==> src/include/noproto_pkg.sv <==
// Constants, register map and state codes of the no-protocol serial unit
`default_nettype none
package noproto_pkg;
    localparam int          CLK_HZ      = 50_000_000;
    localparam int          BAUD_RST    = 9600;
    localparam logic [15:0] BAUD_DIV_RST = 16'(CLK_HZ / BAUD_RST);
    localparam logic [15:0] GAP_RST     = 16'h0000;
    localparam logic [31:0] CFG_RST     = 32'h0000_0000;
    // Byte offsets on the APB
    localparam logic [11:0] CFG_OFS     = 12'h000;
    localparam logic [11:0] BAUD_OFS    = 12'h004;
    localparam logic [11:0] GAP_OFS     = 12'h008;
    localparam logic [11:0] CMD_OFS     = 12'h00C;
    localparam logic [11:0] STAT_OFS    = 12'h010;
    localparam logic [2:0]  BUF_PAGE    = 3'h1;
    localparam int          BUF_WORDS   = 128;
    // Configuration fields
    localparam int          CFG_SCODE   = 0;
    localparam int          CFG_SEN     = 8;
    localparam int          CFG_EMODE   = 9;
    localparam int          CFG_ECODE   = 11;
    localparam int          CFG_NOPROTO = 19;
    localparam int          CFG_PAR_EN  = 23;
    localparam int          CFG_PAR_ODD = 24;
    localparam int          CFG_TWO_STP = 25;
    localparam int          CFG_SEVEN   = 26;
    localparam logic [1:0]  END_NONE    = 2'h0;
    localparam logic [1:0]  END_CRLF    = 2'h1;
    localparam logic [1:0]  END_BYTE    = 2'h2;
    localparam logic [7:0]  CR_BYTE     = 8'h0D;
    localparam logic [7:0]  LF_BYTE     = 8'h0A;
    // Command word fields
    localparam int          CMD_RECV    = 31;
    localparam int          CMD_N       = 16;
    localparam logic [8:0]  N_MAX       = 9'h100;
    localparam logic [3:0]  ORDER_MAX   = 4'h1;
    localparam logic [3:0]  PORT_MAX    = 4'h3;
    localparam logic [3:0]  HS_MAX      = 4'h3;
    localparam logic [3:0]  HS_RS       = 4'h1;
    localparam logic [3:0]  HS_ER       = 4'h2;
    localparam logic [3:0]  HS_BOTH     = 4'h3;
    localparam logic [9:0]  LINE_MAX    = 10'h103;
    // Status fields
    localparam int          ST_ERR      = 0;
    localparam int          ST_BUSY     = 1;
    localparam int          ST_RXDONE   = 2;
    localparam int          ST_RXCNT    = 16;

    typedef enum logic [5:0] {
        S_IDLE = 6'b000001,
        S_HEAD = 6'b000010,
        S_BODY = 6'b000100,
        S_TAIL = 6'b001000,
        S_GAP  = 6'b010000,
        S_RX   = 6'b100000
    } state_t;
endpackage : noproto_pkg
`default_nettype wire

==> src/design/serial_byte_tx.sv <==
// Byte serialiser: start bit, 7 or 8 data bits, optional parity, 1 or 2 stops
`timescale 1ns/10ps
`default_nettype none
module serial_byte_tx
(
    input  wire logic        clk,
    input  wire logic        nrst,
    input  wire logic [15:0] baud_div,
    input  wire logic        seven_bits,
    input  wire logic        parity_en,
    input  wire logic        parity_odd,
    input  wire logic        two_stop,
    input  wire logic        start,
    input  wire logic [7:0]  data,
    output logic             txd,
    output logic             busy
);
    typedef struct packed {
        logic        busy;
        logic [15:0] tick;
        logic [11:0] shift;
        logic [3:0]  left;
    } ser_t;

    ser_t s_reg;
    ser_t s_next;

    always_comb
    begin
        logic [11:0] v;
        logic [3:0]  db;
        logic        p;
        v      = 12'hFFF;
        db     = seven_bits ? 4'h7 : 4'h8;
        p      = ^(data & {~seven_bits, 7'h7F}) ^ parity_odd;
        s_next = s_reg;
        v[0]   = 1'b0;
        for (int i = 0; i < 8; i++)
        begin
            if (4'(i) < db)
                v[i + 1] = data[i];
        end
        if (parity_en)
            v[db + 4'h1] = p;
        if (!s_reg.busy)
        begin
            if (start)
            begin
                s_next.busy  = 1'b1;
                s_next.shift = v;
                s_next.tick  = 16'h0000;
                s_next.left  = 4'(db + {3'h0, parity_en} + {3'h0, two_stop} + 4'h2);
            end
        end
        else if (s_reg.tick + 16'h0001 >= baud_div)
        begin
            s_next.tick  = 16'h0000;
            s_next.shift = {1'b1, s_reg.shift[11:1]};
            s_next.left  = s_reg.left - 4'h1;
            if (s_reg.left == 4'h1)
                s_next.busy = 1'b0;
        end
        else
            s_next.tick = s_reg.tick + 16'h0001;
    end

    always_ff @(posedge clk)
    begin
        if (!nrst)
            s_reg <= '{busy: 1'b0, tick: 16'h0000, shift: 12'hFFF, left: 4'h0};
        else
            s_reg <= s_next;
    end

    assign txd  = s_reg.shift[0];
    assign busy = s_reg.busy;
endmodule : serial_byte_tx
`default_nettype wire

==> src/design/noproto_serial_send_receive.sv <==
// No-protocol send/receive engine with APB registers and word buffer
//
// Our own choices: register access over APB and the placing of the registers.
`timescale 1ns/10ps
`default_nettype none
module noproto_serial_send_receive
#(
    parameter int PORTS = 4
)
(
    input  wire logic             clk,
    input  wire logic             nrst,
    input  wire logic             psel,
    input  wire logic             penable,
    input  wire logic             pwrite,
    input  wire logic [11:0]      paddr,
    input  wire logic [31:0]      pwdata,
    output logic      [31:0]      prdata,
    output logic                  pready,
    output logic                  pslverr,
    input  wire logic [PORTS-1:0] send_ready,
    input  wire logic             rx_valid,
    input  wire logic [7:0]       rx_data,
    output logic      [PORTS-1:0] txd,
    output logic      [PORTS-1:0] rs,
    output logic      [PORTS-1:0] er,
    output logic                  operation_error_flag
);
    typedef struct packed {
        logic [31:0]         cfg;
        logic [15:0]         baud;
        logic [15:0]         gap;
        logic [15:0]         ctrl;
        logic [8:0]          n;
        noproto_pkg::state_t st;
        logic [8:0]          bi;
        logic                tidx;
        logic [15:0]         gcnt;
        logic                err;
        logic                rxdone;
        logic [8:0]          rxcnt;
        logic                pready;
        logic [31:0]         prdata;
        logic                pslverr;
        logic                ser_start;
        logic [7:0]          ser_byte;
        logic [PORTS-1:0]    txd;
        logic [PORTS-1:0]    rs;
        logic [PORTS-1:0]    er;
    } core_t;

    core_t c_reg;
    core_t c_next;

    localparam int BUF_WORDS = noproto_pkg::BUF_WORDS;

    logic [7:0] mem_hi [BUF_WORDS];
    logic [7:0] mem_lo [BUF_WORDS];
    logic       ser_txd;
    logic       ser_busy;

    function automatic logic is_buf(input logic [11:0] a);
        is_buf = (a[11:9] == noproto_pkg::BUF_PAGE);
    endfunction : is_buf

    function automatic logic is_reg(input logic [11:0] a);
        is_reg = (a == noproto_pkg::CFG_OFS) || (a == noproto_pkg::BAUD_OFS)
              || (a == noproto_pkg::GAP_OFS) || (a == noproto_pkg::CMD_OFS)
              || (a == noproto_pkg::STAT_OFS);
    endfunction : is_reg

    serial_byte_tx u_ser
    (
        .clk        (clk),
        .nrst       (nrst),
        .baud_div   (c_reg.baud),
        .seven_bits (c_reg.cfg[noproto_pkg::CFG_SEVEN]),
        .parity_en  (c_reg.cfg[noproto_pkg::CFG_PAR_EN]),
        .parity_odd (c_reg.cfg[noproto_pkg::CFG_PAR_ODD]),
        .two_stop   (c_reg.cfg[noproto_pkg::CFG_TWO_STP]),
        .start      (c_reg.ser_start),
        .data       (c_reg.ser_byte),
        .txd        (ser_txd),
        .busy       (ser_busy)
    );

    logic       wr_acc;
    logic       setup;
    logic       cmd_wr;
    logic [1:0] emode;
    logic [7:0] scode;
    logic [7:0] ecode;
    logic [3:0] order_f;
    logic [1:0] port_sel;
    logic [3:0] hs_f;
    logic       can_issue;
    logic [8:0] bi_inc;
    logic [8:0] rx_inc;
    logic       rx_wr;
    logic [7:0] body_byte;

    assign wr_acc    = psel & penable & pwrite & c_reg.pready;
    assign setup     = psel & ~penable;
    assign cmd_wr    = wr_acc & (paddr == noproto_pkg::CMD_OFS);
    assign emode     = c_reg.cfg[noproto_pkg::CFG_EMODE +: 2];
    assign scode     = c_reg.cfg[noproto_pkg::CFG_SCODE +: 8];
    assign ecode     = c_reg.cfg[noproto_pkg::CFG_ECODE +: 8];
    assign order_f   = c_reg.ctrl[3:0];
    assign port_sel  = c_reg.ctrl[9:8];
    assign hs_f      = c_reg.ctrl[7:4];
    assign can_issue = ~c_reg.ser_start & ~ser_busy;
    assign bi_inc    = 9'(c_reg.bi + 9'h001);
    assign rx_inc    = 9'(c_reg.rxcnt + 9'h001);
    assign rx_wr     = (c_reg.st == noproto_pkg::S_RX) & rx_valid;
    // Order 0 sends the upper byte of each word first
    assign body_byte = (c_reg.bi[0] ^ (order_f == 4'h1)) ? mem_lo[c_reg.bi[7:1]]
                                                         : mem_hi[c_reg.bi[7:1]];

    always_comb
    begin
        logic [3:0] c_ord;
        logic [3:0] c_hs;
        logic [3:0] c_port;
        logic [8:0] c_n;
        logic       bad;
        logic       recv;
        logic       end_hit;
        c_next = c_reg;
        c_ord  = pwdata[3:0];
        c_hs   = pwdata[7:4];
        c_port = pwdata[11:8];
        c_n    = pwdata[noproto_pkg::CMD_N +: 9];
        recv   = pwdata[noproto_pkg::CMD_RECV];
        bad    = 1'b0;
        end_hit = 1'b0;
        c_next.ser_start = 1'b0;
        // APB: no wait states, read data captured in the setup cycle
        c_next.pready  = setup;
        c_next.pslverr = 1'b0;
        if (setup)
        begin
            c_next.pslverr = ~(is_buf(paddr) | is_reg(paddr));
            c_next.prdata  = 32'h0000_0000;
            if (is_buf(paddr))
                c_next.prdata = {16'h0000, mem_hi[paddr[8:2]], mem_lo[paddr[8:2]]};
            case (paddr)
                noproto_pkg::CFG_OFS:  c_next.prdata = c_reg.cfg;
                noproto_pkg::BAUD_OFS: c_next.prdata = {16'h0000, c_reg.baud};
                noproto_pkg::GAP_OFS:  c_next.prdata = {16'h0000, c_reg.gap};
                noproto_pkg::CMD_OFS:  c_next.prdata = {7'h00, c_reg.n, c_reg.ctrl};
                noproto_pkg::STAT_OFS: c_next.prdata = {7'h00, c_reg.rxcnt, 13'h0000,
                                                        c_reg.rxdone,
                                                        c_reg.st != noproto_pkg::S_IDLE,
                                                        c_reg.err};
                default: ;
            endcase
        end
        if (wr_acc)
        begin
            case (paddr)
                noproto_pkg::CFG_OFS:  c_next.cfg  = pwdata;
                noproto_pkg::BAUD_OFS: c_next.baud = pwdata[15:0];
                noproto_pkg::GAP_OFS:  c_next.gap  = pwdata[15:0];
                default: ;
            endcase
        end
        // A command while busy is ignored; the status busy bit tells software
        if (cmd_wr && c_reg.st == noproto_pkg::S_IDLE)
        begin
            bad = (c_port > noproto_pkg::PORT_MAX) || (c_ord > noproto_pkg::ORDER_MAX)
               || (c_hs > noproto_pkg::HS_MAX) || (c_n > noproto_pkg::N_MAX);
            if (!bad)
                bad = ~c_reg.cfg[noproto_pkg::CFG_NOPROTO + 32'(c_port[1:0])];
            if (!bad && !recv && c_hs == 4'h0)
                bad = ~send_ready[c_port[1:0]];
            c_next.err    = bad;
            c_next.rxdone = 1'b0;
            if (!bad)
            begin
                c_next.ctrl  = pwdata[15:0];
                c_next.n     = c_n;
                c_next.bi    = 9'h000;
                c_next.tidx  = 1'b0;
                c_next.rxcnt = 9'h000;
                if (recv)
                begin
                    c_next.rxdone = (c_n == 9'h000);
                    c_next.st     = (c_n == 9'h000) ? noproto_pkg::S_IDLE : noproto_pkg::S_RX;
                end
                else
                begin
                    // Handshake lines follow the first source word
                    case (c_hs)
                        noproto_pkg::HS_RS:   c_next.rs[c_port[1:0]] = mem_hi[0][7];
                        noproto_pkg::HS_ER:   c_next.er[c_port[1:0]] = mem_hi[0][7];
                        noproto_pkg::HS_BOTH:
                        begin
                            c_next.rs[c_port[1:0]] = mem_hi[0][7];
                            c_next.er[c_port[1:0]] = mem_hi[0][6];
                        end
                        default: ;
                    endcase
                    if (c_n == 9'h000)
                        c_next.st = noproto_pkg::S_IDLE;
                    else if (c_reg.cfg[noproto_pkg::CFG_SEN])
                        c_next.st = noproto_pkg::S_HEAD;
                    else
                        c_next.st = noproto_pkg::S_BODY;
                end
            end
        end
        case (c_reg.st)
            noproto_pkg::S_HEAD:
                if (can_issue)
                begin
                    c_next.ser_start = 1'b1;
                    c_next.ser_byte  = scode;
                    c_next.st        = noproto_pkg::S_BODY;
                end
            noproto_pkg::S_BODY:
                if (can_issue)
                begin
                    c_next.ser_start = 1'b1;
                    c_next.ser_byte  = body_byte;
                    c_next.bi        = bi_inc;
                    if (bi_inc == c_reg.n)
                        c_next.st = (emode == noproto_pkg::END_NONE) ? noproto_pkg::S_GAP
                                                                    : noproto_pkg::S_TAIL;
                end
            noproto_pkg::S_TAIL:
                if (can_issue)
                begin
                    c_next.ser_start = 1'b1;
                    c_next.tidx      = 1'b1;
                    if (emode == noproto_pkg::END_CRLF)
                    begin
                        c_next.ser_byte = c_reg.tidx ? noproto_pkg::LF_BYTE
                                                     : noproto_pkg::CR_BYTE;
                        if (c_reg.tidx)
                            c_next.st = noproto_pkg::S_GAP;
                    end
                    else
                    begin
                        c_next.ser_byte = ecode;
                        c_next.st       = noproto_pkg::S_GAP;
                    end
                end
            noproto_pkg::S_GAP:
                // Spacing counts from the end of the last stop bit
                if (can_issue)
                begin
                    c_next.gcnt = c_reg.gcnt + 16'h0001;
                    if (c_reg.gcnt >= c_reg.gap)
                    begin
                        c_next.gcnt = 16'h0000;
                        c_next.st   = noproto_pkg::S_IDLE;
                    end
                end
            noproto_pkg::S_RX:
                if (rx_valid)
                begin
                    end_hit = ((emode == noproto_pkg::END_BYTE) && (rx_data == ecode))
                           || ((emode == noproto_pkg::END_CRLF)
                               && (rx_data == noproto_pkg::LF_BYTE));
                    c_next.rxcnt = rx_inc;
                    if (rx_inc == c_reg.n || rx_inc == noproto_pkg::N_MAX || end_hit)
                    begin
                        c_next.rxdone = 1'b1;
                        c_next.st     = noproto_pkg::S_IDLE;
                    end
                end
            default: ;
        endcase
        c_next.txd           = '1;
        c_next.txd[port_sel] = ser_txd;
    end

    always_ff @(posedge clk)
    begin
        if (!nrst)
        begin
            c_reg        <= '0;
            c_reg.cfg    <= noproto_pkg::CFG_RST;
            c_reg.baud   <= noproto_pkg::BAUD_DIV_RST;
            c_reg.gap    <= noproto_pkg::GAP_RST;
            c_reg.st     <= noproto_pkg::S_IDLE;
            c_reg.txd    <= '1;
        end
        else
            c_reg <= c_next;
    end

    // Buffer: receive stores take the port over software writes
    always_ff @(posedge clk)
    begin
        if (rx_wr)
        begin
            if (c_reg.rxcnt[0])
                mem_lo[c_reg.rxcnt[7:1]] <= rx_data;
            else
                mem_hi[c_reg.rxcnt[7:1]] <= rx_data;
        end
        else if (wr_acc && is_buf(paddr))
        begin
            mem_hi[paddr[8:2]] <= pwdata[15:8];
            mem_lo[paddr[8:2]] <= pwdata[7:0];
        end
    end

    assign prdata               = c_reg.prdata;
    assign pready               = c_reg.pready;
    assign pslverr              = c_reg.pslverr;
    assign txd                  = c_reg.txd;
    assign rs                   = c_reg.rs;
    assign er                   = c_reg.er;
    assign operation_error_flag = c_reg.err;

    logic [9:0] sent_cnt;
    always_ff @(posedge clk)
    begin
        if (!nrst || cmd_wr)
            sent_cnt <= 10'h000;
        else if (c_reg.ser_start)
            sent_cnt <= sent_cnt + 10'h001;
    end

    property p_line_max;
        @(posedge clk) disable iff (!nrst) sent_cnt <= noproto_pkg::LINE_MAX;
    endproperty
    a_line_max: assert property (p_line_max) else $error("frame too long");

    property p_zero_n;
        @(posedge clk) disable iff (!nrst)
        (cmd_wr && c_reg.st == noproto_pkg::S_IDLE && pwdata[24:16] == 9'h000)
            |=> !c_reg.ser_start [*3];
    endproperty
    a_zero_n: assert property (p_zero_n) else $error("bytes sent for zero count");

    property p_count_err;
        @(posedge clk) disable iff (!nrst)
        (cmd_wr && c_reg.st == noproto_pkg::S_IDLE && pwdata[24:16] > 9'h100)
            |=> operation_error_flag && c_reg.st == noproto_pkg::S_IDLE;
    endproperty
    a_count_err: assert property (p_count_err) else $error("bad count accepted");

    property p_ready_err;
        @(posedge clk) disable iff (!nrst)
        (cmd_wr && c_reg.st == noproto_pkg::S_IDLE && !pwdata[31] && pwdata[7:4] == 4'h0
            && !send_ready[pwdata[9:8]]) |=> operation_error_flag;
    endproperty
    a_ready_err: assert property (p_ready_err) else $error("send without ready");

    property p_hs_bypass;
        @(posedge clk) disable iff (!nrst)
        (cmd_wr && c_reg.st == noproto_pkg::S_IDLE && !pwdata[31] && pwdata[7:4] == 4'h0
            && !send_ready[pwdata[9:8]])
            |=> c_reg.st == noproto_pkg::S_IDLE && !c_reg.ser_start;
    endproperty
    a_hs_bypass: assert property (p_hs_bypass) else $error("send began not ready");

    property p_rs_ctl;
        @(posedge clk) disable iff (!nrst)
        (cmd_wr && c_reg.st == noproto_pkg::S_IDLE && !pwdata[31] && pwdata[7:4] == 4'h1
            && pwdata[11:8] <= 4'h3 && pwdata[3:0] <= 4'h1 && pwdata[24:16] <= 9'h100
            && c_reg.cfg[noproto_pkg::CFG_NOPROTO + 32'(pwdata[9:8])])
            |=> rs[$past(pwdata[9:8])] == $past(mem_hi[0][7]);
    endproperty
    a_rs_ctl: assert property (p_rs_ctl) else $error("RS not from bit 15");

    property p_start_code;
        @(posedge clk) disable iff (!nrst)
        (c_reg.st == noproto_pkg::S_HEAD && can_issue)
            |=> c_reg.ser_start && c_reg.ser_byte == $past(scode);
    endproperty
    a_start_code: assert property (p_start_code) else $error("start code wrong");

    property p_rx_end;
        @(posedge clk) disable iff (!nrst)
        (rx_wr && emode == noproto_pkg::END_BYTE && rx_data == ecode)
            |=> c_reg.rxdone && c_reg.st == noproto_pkg::S_IDLE;
    endproperty
    a_rx_end: assert property (p_rx_end) else $error("end code missed");

    property p_port_idle;
        @(posedge clk) disable iff (!nrst)
        (port_sel != 2'h0) [*2] |-> txd[0];
    endproperty
    a_port_idle: assert property (p_port_idle) else $error("wrong port driven");
endmodule : noproto_serial_send_receive
`default_nettype wire

==> config.mk <==
export PLATFORM = sky130hd
export DESIGN_NAME = noproto_serial_send_receive
export DESIGN_NICKNAME = d
export VERILOG_FILES = /design/src/include/noproto_pkg.sv /design/src/design/serial_byte_tx.sv /design/src/design/noproto_serial_send_receive.sv
export SDC_FILE = /design/constraint.sdc
export NUM_CORES = 2
export LEC_CHECK = 0
export BUFFER_PORTS_ARGS = -buffer_cell sky130_fd_sc_hd__buf_2
export CAP_MARGIN = 20
export CORE_AREA = 3 3 674 676
export DETAILED_ROUTE_END_ITERATION = 10
export DIE_AREA = 0 0 677 679
export PLACE_DENSITY = 0.36
export SLEW_MARGIN = 15
export SYNTH_ARGS = -nofsm -noshare
export SYNTH_HDL_FRONTEND = slang
export SYNTH_SLANG_ARGS = --single-unit
==> constraint.sdc <==
create_clock -name clk -period 9.3 [get_ports clk]
set_input_delay 1.395 -clock clk [delete_from_list [all_inputs] [get_ports clk]]
set_output_delay 1.395 -clock clk [all_outputs]
set_load 0.01 [all_outputs]
==> flow_metrics.py <==
metrics = {
    "synth": {
        "synthFlopType": "edfxtp_1",
        "ys_ff_latch": 2268,
        "async_flop_share_pct": 0,
        "synth_edf_count": 2048,
        "yosysWarnings": 0,
        "yosysUniqueCellTypes": 83,
        "syn_avg_cell_area_um2": 17.0,
        "syn_nets": 6433,
        "syn_area_mm2": 0.108,
        "yosysSeqAreaShare_pct": 61.2,
        "synthCells": 6326,
    },
    "power": {
        "clockPowerShare_pct": 48.2,
        "netSwitchingFraction_pct": 22.9,
        "leakage_nw": 37.3,
        "sequentialPowerShare_pct": 47.2,
        "p_sw_w": 0.00539,
        "internal_power_w": 0.0181,
        "power-per-cell-area_mw_per_mm2": 189,
        "ir_worst_vdd_mv": 0.139,
        "power_frac_comb_pct": 4.6,
    },
    "min_path": {
        "whs_path_depth": 2,
        "hold_end": "prdata[29]",
        "hp-class": "register to register",
        "hp-start": "prdata[29]",
    },
    "detailed_routing": {
        "drcViolationCount": 0,
        "routed_wirelength_um": 453000,
        "drtIter0Drc": 7150,
        "via_per_inst": 5.22,
        "wl_per_cell_um": 36.1,
        "dr.pass1.iters": 5,
        "vias": 65600,
        "ant_nets": 0,
    },
    "global_route": {
        "grt_pass1_vias": 65800,
        "grt_antenna_before_repair": 38,
        "grt_overflow": 0,
        "grt_max_degree": 119,
        "grt_pass1_wl_um": 610000,
        "grt_use_total_pct": 19.2,
    },
    "timing": {
        "rsz0062_at_grt": "false",
        "tightest_slew_ns": 1.24,
        "slew_headroom_pct": 16.9,
        "post-route-period-util_pct": 57.9,
        "final.min_clock_period_ns": 5.38,
        "drv_slew": 0,
        "hold_viol_final": 0,
        "fmax_mhz": 186,
        "finalClockSkew_ns": 0.0437,
        "setup_tns_ns": 0,
        "setup_viol": 0,
    },
    "setup_path": {
        "start_kind": "register",
        "reg2reg_slack_ns": 3.92,
        "arrival_ns": 6.12,
        "r2r_cells": 9,
        "crit_required_ns": 10.04,
        "cp_cell_sequence": "buf_4 > inv_4 > nor2_4 > buf_4 > a22oi_1 > nand3_1 > o21ai_0 > o311a_1 > o41ai_1",
        "max_stage_delay_ns": 0.68,
        "cp_common_cell": "buf_4",
        "r2r_start": "c_reg[86]",
        "worstReg2RegEnd": "c_reg[18]",
        "path_class": "register to register",
        "slowest_stage": "dfxtp_4",
        "timing.critical_path.buf_inv": 3,
        "path_max_fanout": 29,
        "cp_top_family": "compound AO/OA/AOI/OAI gates",
        "cp-end-kind": "register",
    },
    "die": {
        "initial_core_util_pct": 24.0,
        "boundaryPins": 109,
        "rows": 246,
        "core_mm2": 0.449,
        "die_area_mm2": 0.460,
        "die_y_um": 679,
        "fp.dieW_um": 677,
    },
    "cts": {
        "cts_setup_buffers": 0,
        "htreeDepth": 5,
        "cts_tree": "done",
        "cts_resized": 0,
        "clk_pin_slew_ns": 0.06,
        "clockBufferDepth": 4,
        "cts_hold_buf": 0,
        "cts-root-buf": "clkbuf_16",
        "cts_sinks": 2268,
        "clkLatencyLatePin_ns": 0.92,
        "cts_made_buffers": 279,
    },
    "cells_and_area": {
        "fill_cells": 44800,
        "fin_area_mm2": 0.124,
        "layout_commonest_cell": "edfxtp_1",
        "drive_gt1_share_pct": 28.8,
        "layoutNonFillerInstCount": 12600,
        "syn_to_final_growth_pct": 15.7,
        "mostFrequentLayoutCells": "edfxtp_1, mux4_2, nand2_1",
        "fin_nets": 6486,
    },
    "placed_design": {
        "portBuffers": 108,
        "placed_cell_area_mm2": 0.115,
        "gp_congestion": 0.845,
        "hpwl_um": 304000,
        "dp_cells": 12000,
    },
    "run": {
        "cap_violations": 0,
    },
    "run_status": {
        "status": "completed",
    },
}
tightest hold or removal path: cells and delay by family, from the launching register on:
| family | cells | cell delay, ns |
|---|---|---|
| AO/OA/AOI/OAI | 1 | 0.05 |
| AND/OR/NAND/NOR | 1 | 0.05 |
| flip-flops | 1 | 0.31 |
logic make-up after synthesis:
logic type	Yosys count	synth area share, %
simple gates	1241	5.28
xor+xnor	67	0.558
mux	1344	24.8
fa+ha+maj	45	0.530
buf+inv	581	2.66
compound gates	780	4.91
flops	2268	61.2
metrics by stage:
step | setup WS, ns | utilization, % | total power (W) | hold WS, ns
4_1_cts | 3.85 | 27.7 | 0.0238 | 0.457
3_5_place_dp | 3.23 | 25.6 | 0.0124 | 0.441
6_report | 3.92 | 27.7 | 0.0235 | 0.453
3_3_place_gp | 3.50 | 25.6 | 0.0124 | 0.429
5_1_grt | 3.91 | 27.7 | 0.0242 | 0.471
2_1_floorplan | 0.719 | - | 0.0119 | 0.397
worst max-delay path by stage:
| stage | start | to | slack (ns) | cells after the start |
|---|---|---|---|---|
| floorplan | pwrite | mem_hi[0][0] | 0.72 | 5 |
| finish | c_reg[86] | c_reg[18] | 3.92 | 9 |
| global placement | paddr[11] | mem_lo[99][4] | 3.50 | 7 |
| CTS | c_reg[86] | c_reg[18] | 3.85 | 9 |
| global route | c_reg[86] | c_reg[18] | 3.91 | 9 |
| detailed placement | paddr[11] | mem_lo[102][5] | 3.23 | 7 |
Yosys cell counts (48+ instances only):
library cell / instances / area, um2
a22oi_1: 127 / 953
buf_1: 48 / 180
o22ai_1: 63 / 394
inv_1: 52 / 195
mux4_2: 1057 / 23800
clkbuf_1: 230 / 863
mux2i_1: 252 / 2520
nor3_1: 60 / 300
a21oi_1: 204 / 1020
dfxtp_1: 220 / 4400
nand3_1: 105 / 526
buf_4: 94 / 706
nor2_1: 391 / 1470
edfxtp_1: 2048 / 61500
o21ai_0: 80 / 400
buf_2: 134 / 671
nand2_1: 424 / 1590
power groups by stage:
stage,registers [W],logic (W),clock network [W]
4_1_cts,0.0111,0.00110,0.0116
2_1_floorplan,0.0113,0.000572,0
3_3_place_gp,0.0113,0.00110,0
3_5_place_dp,0.0113,0.00110,0
6_report,0.0111,0.00108,0.0114
5_1_grt,0.0111,0.00112,0.0120
area by class of cell:
type	instances	area (um2)	share of cell area (%)
well taps	5952	7450	5.98
flip-flops and latches	2268	65900	53.0
diodes	13	32.5	0.0261
multi-input cells	3477	39200	31.5
clock inverters	165	1840	1.48
clock buffers	339	7470	6.00
inverters	54	208	0.167
repair buffers	299	2350	1.89
routing by layer:
layer / up-vias / routed length (um) / global-route usage [%]
met5: - / 34 / 0
met4: 4 / 13100 / 5.20
met3: 502 / 26600 / 2.97
met2: 2655 / 215000 / 31.3
met1: 36100 / 198000 / 26.5
li1: 26300 / - / -
Note: power is estimated with default switching activity, not from simulation.
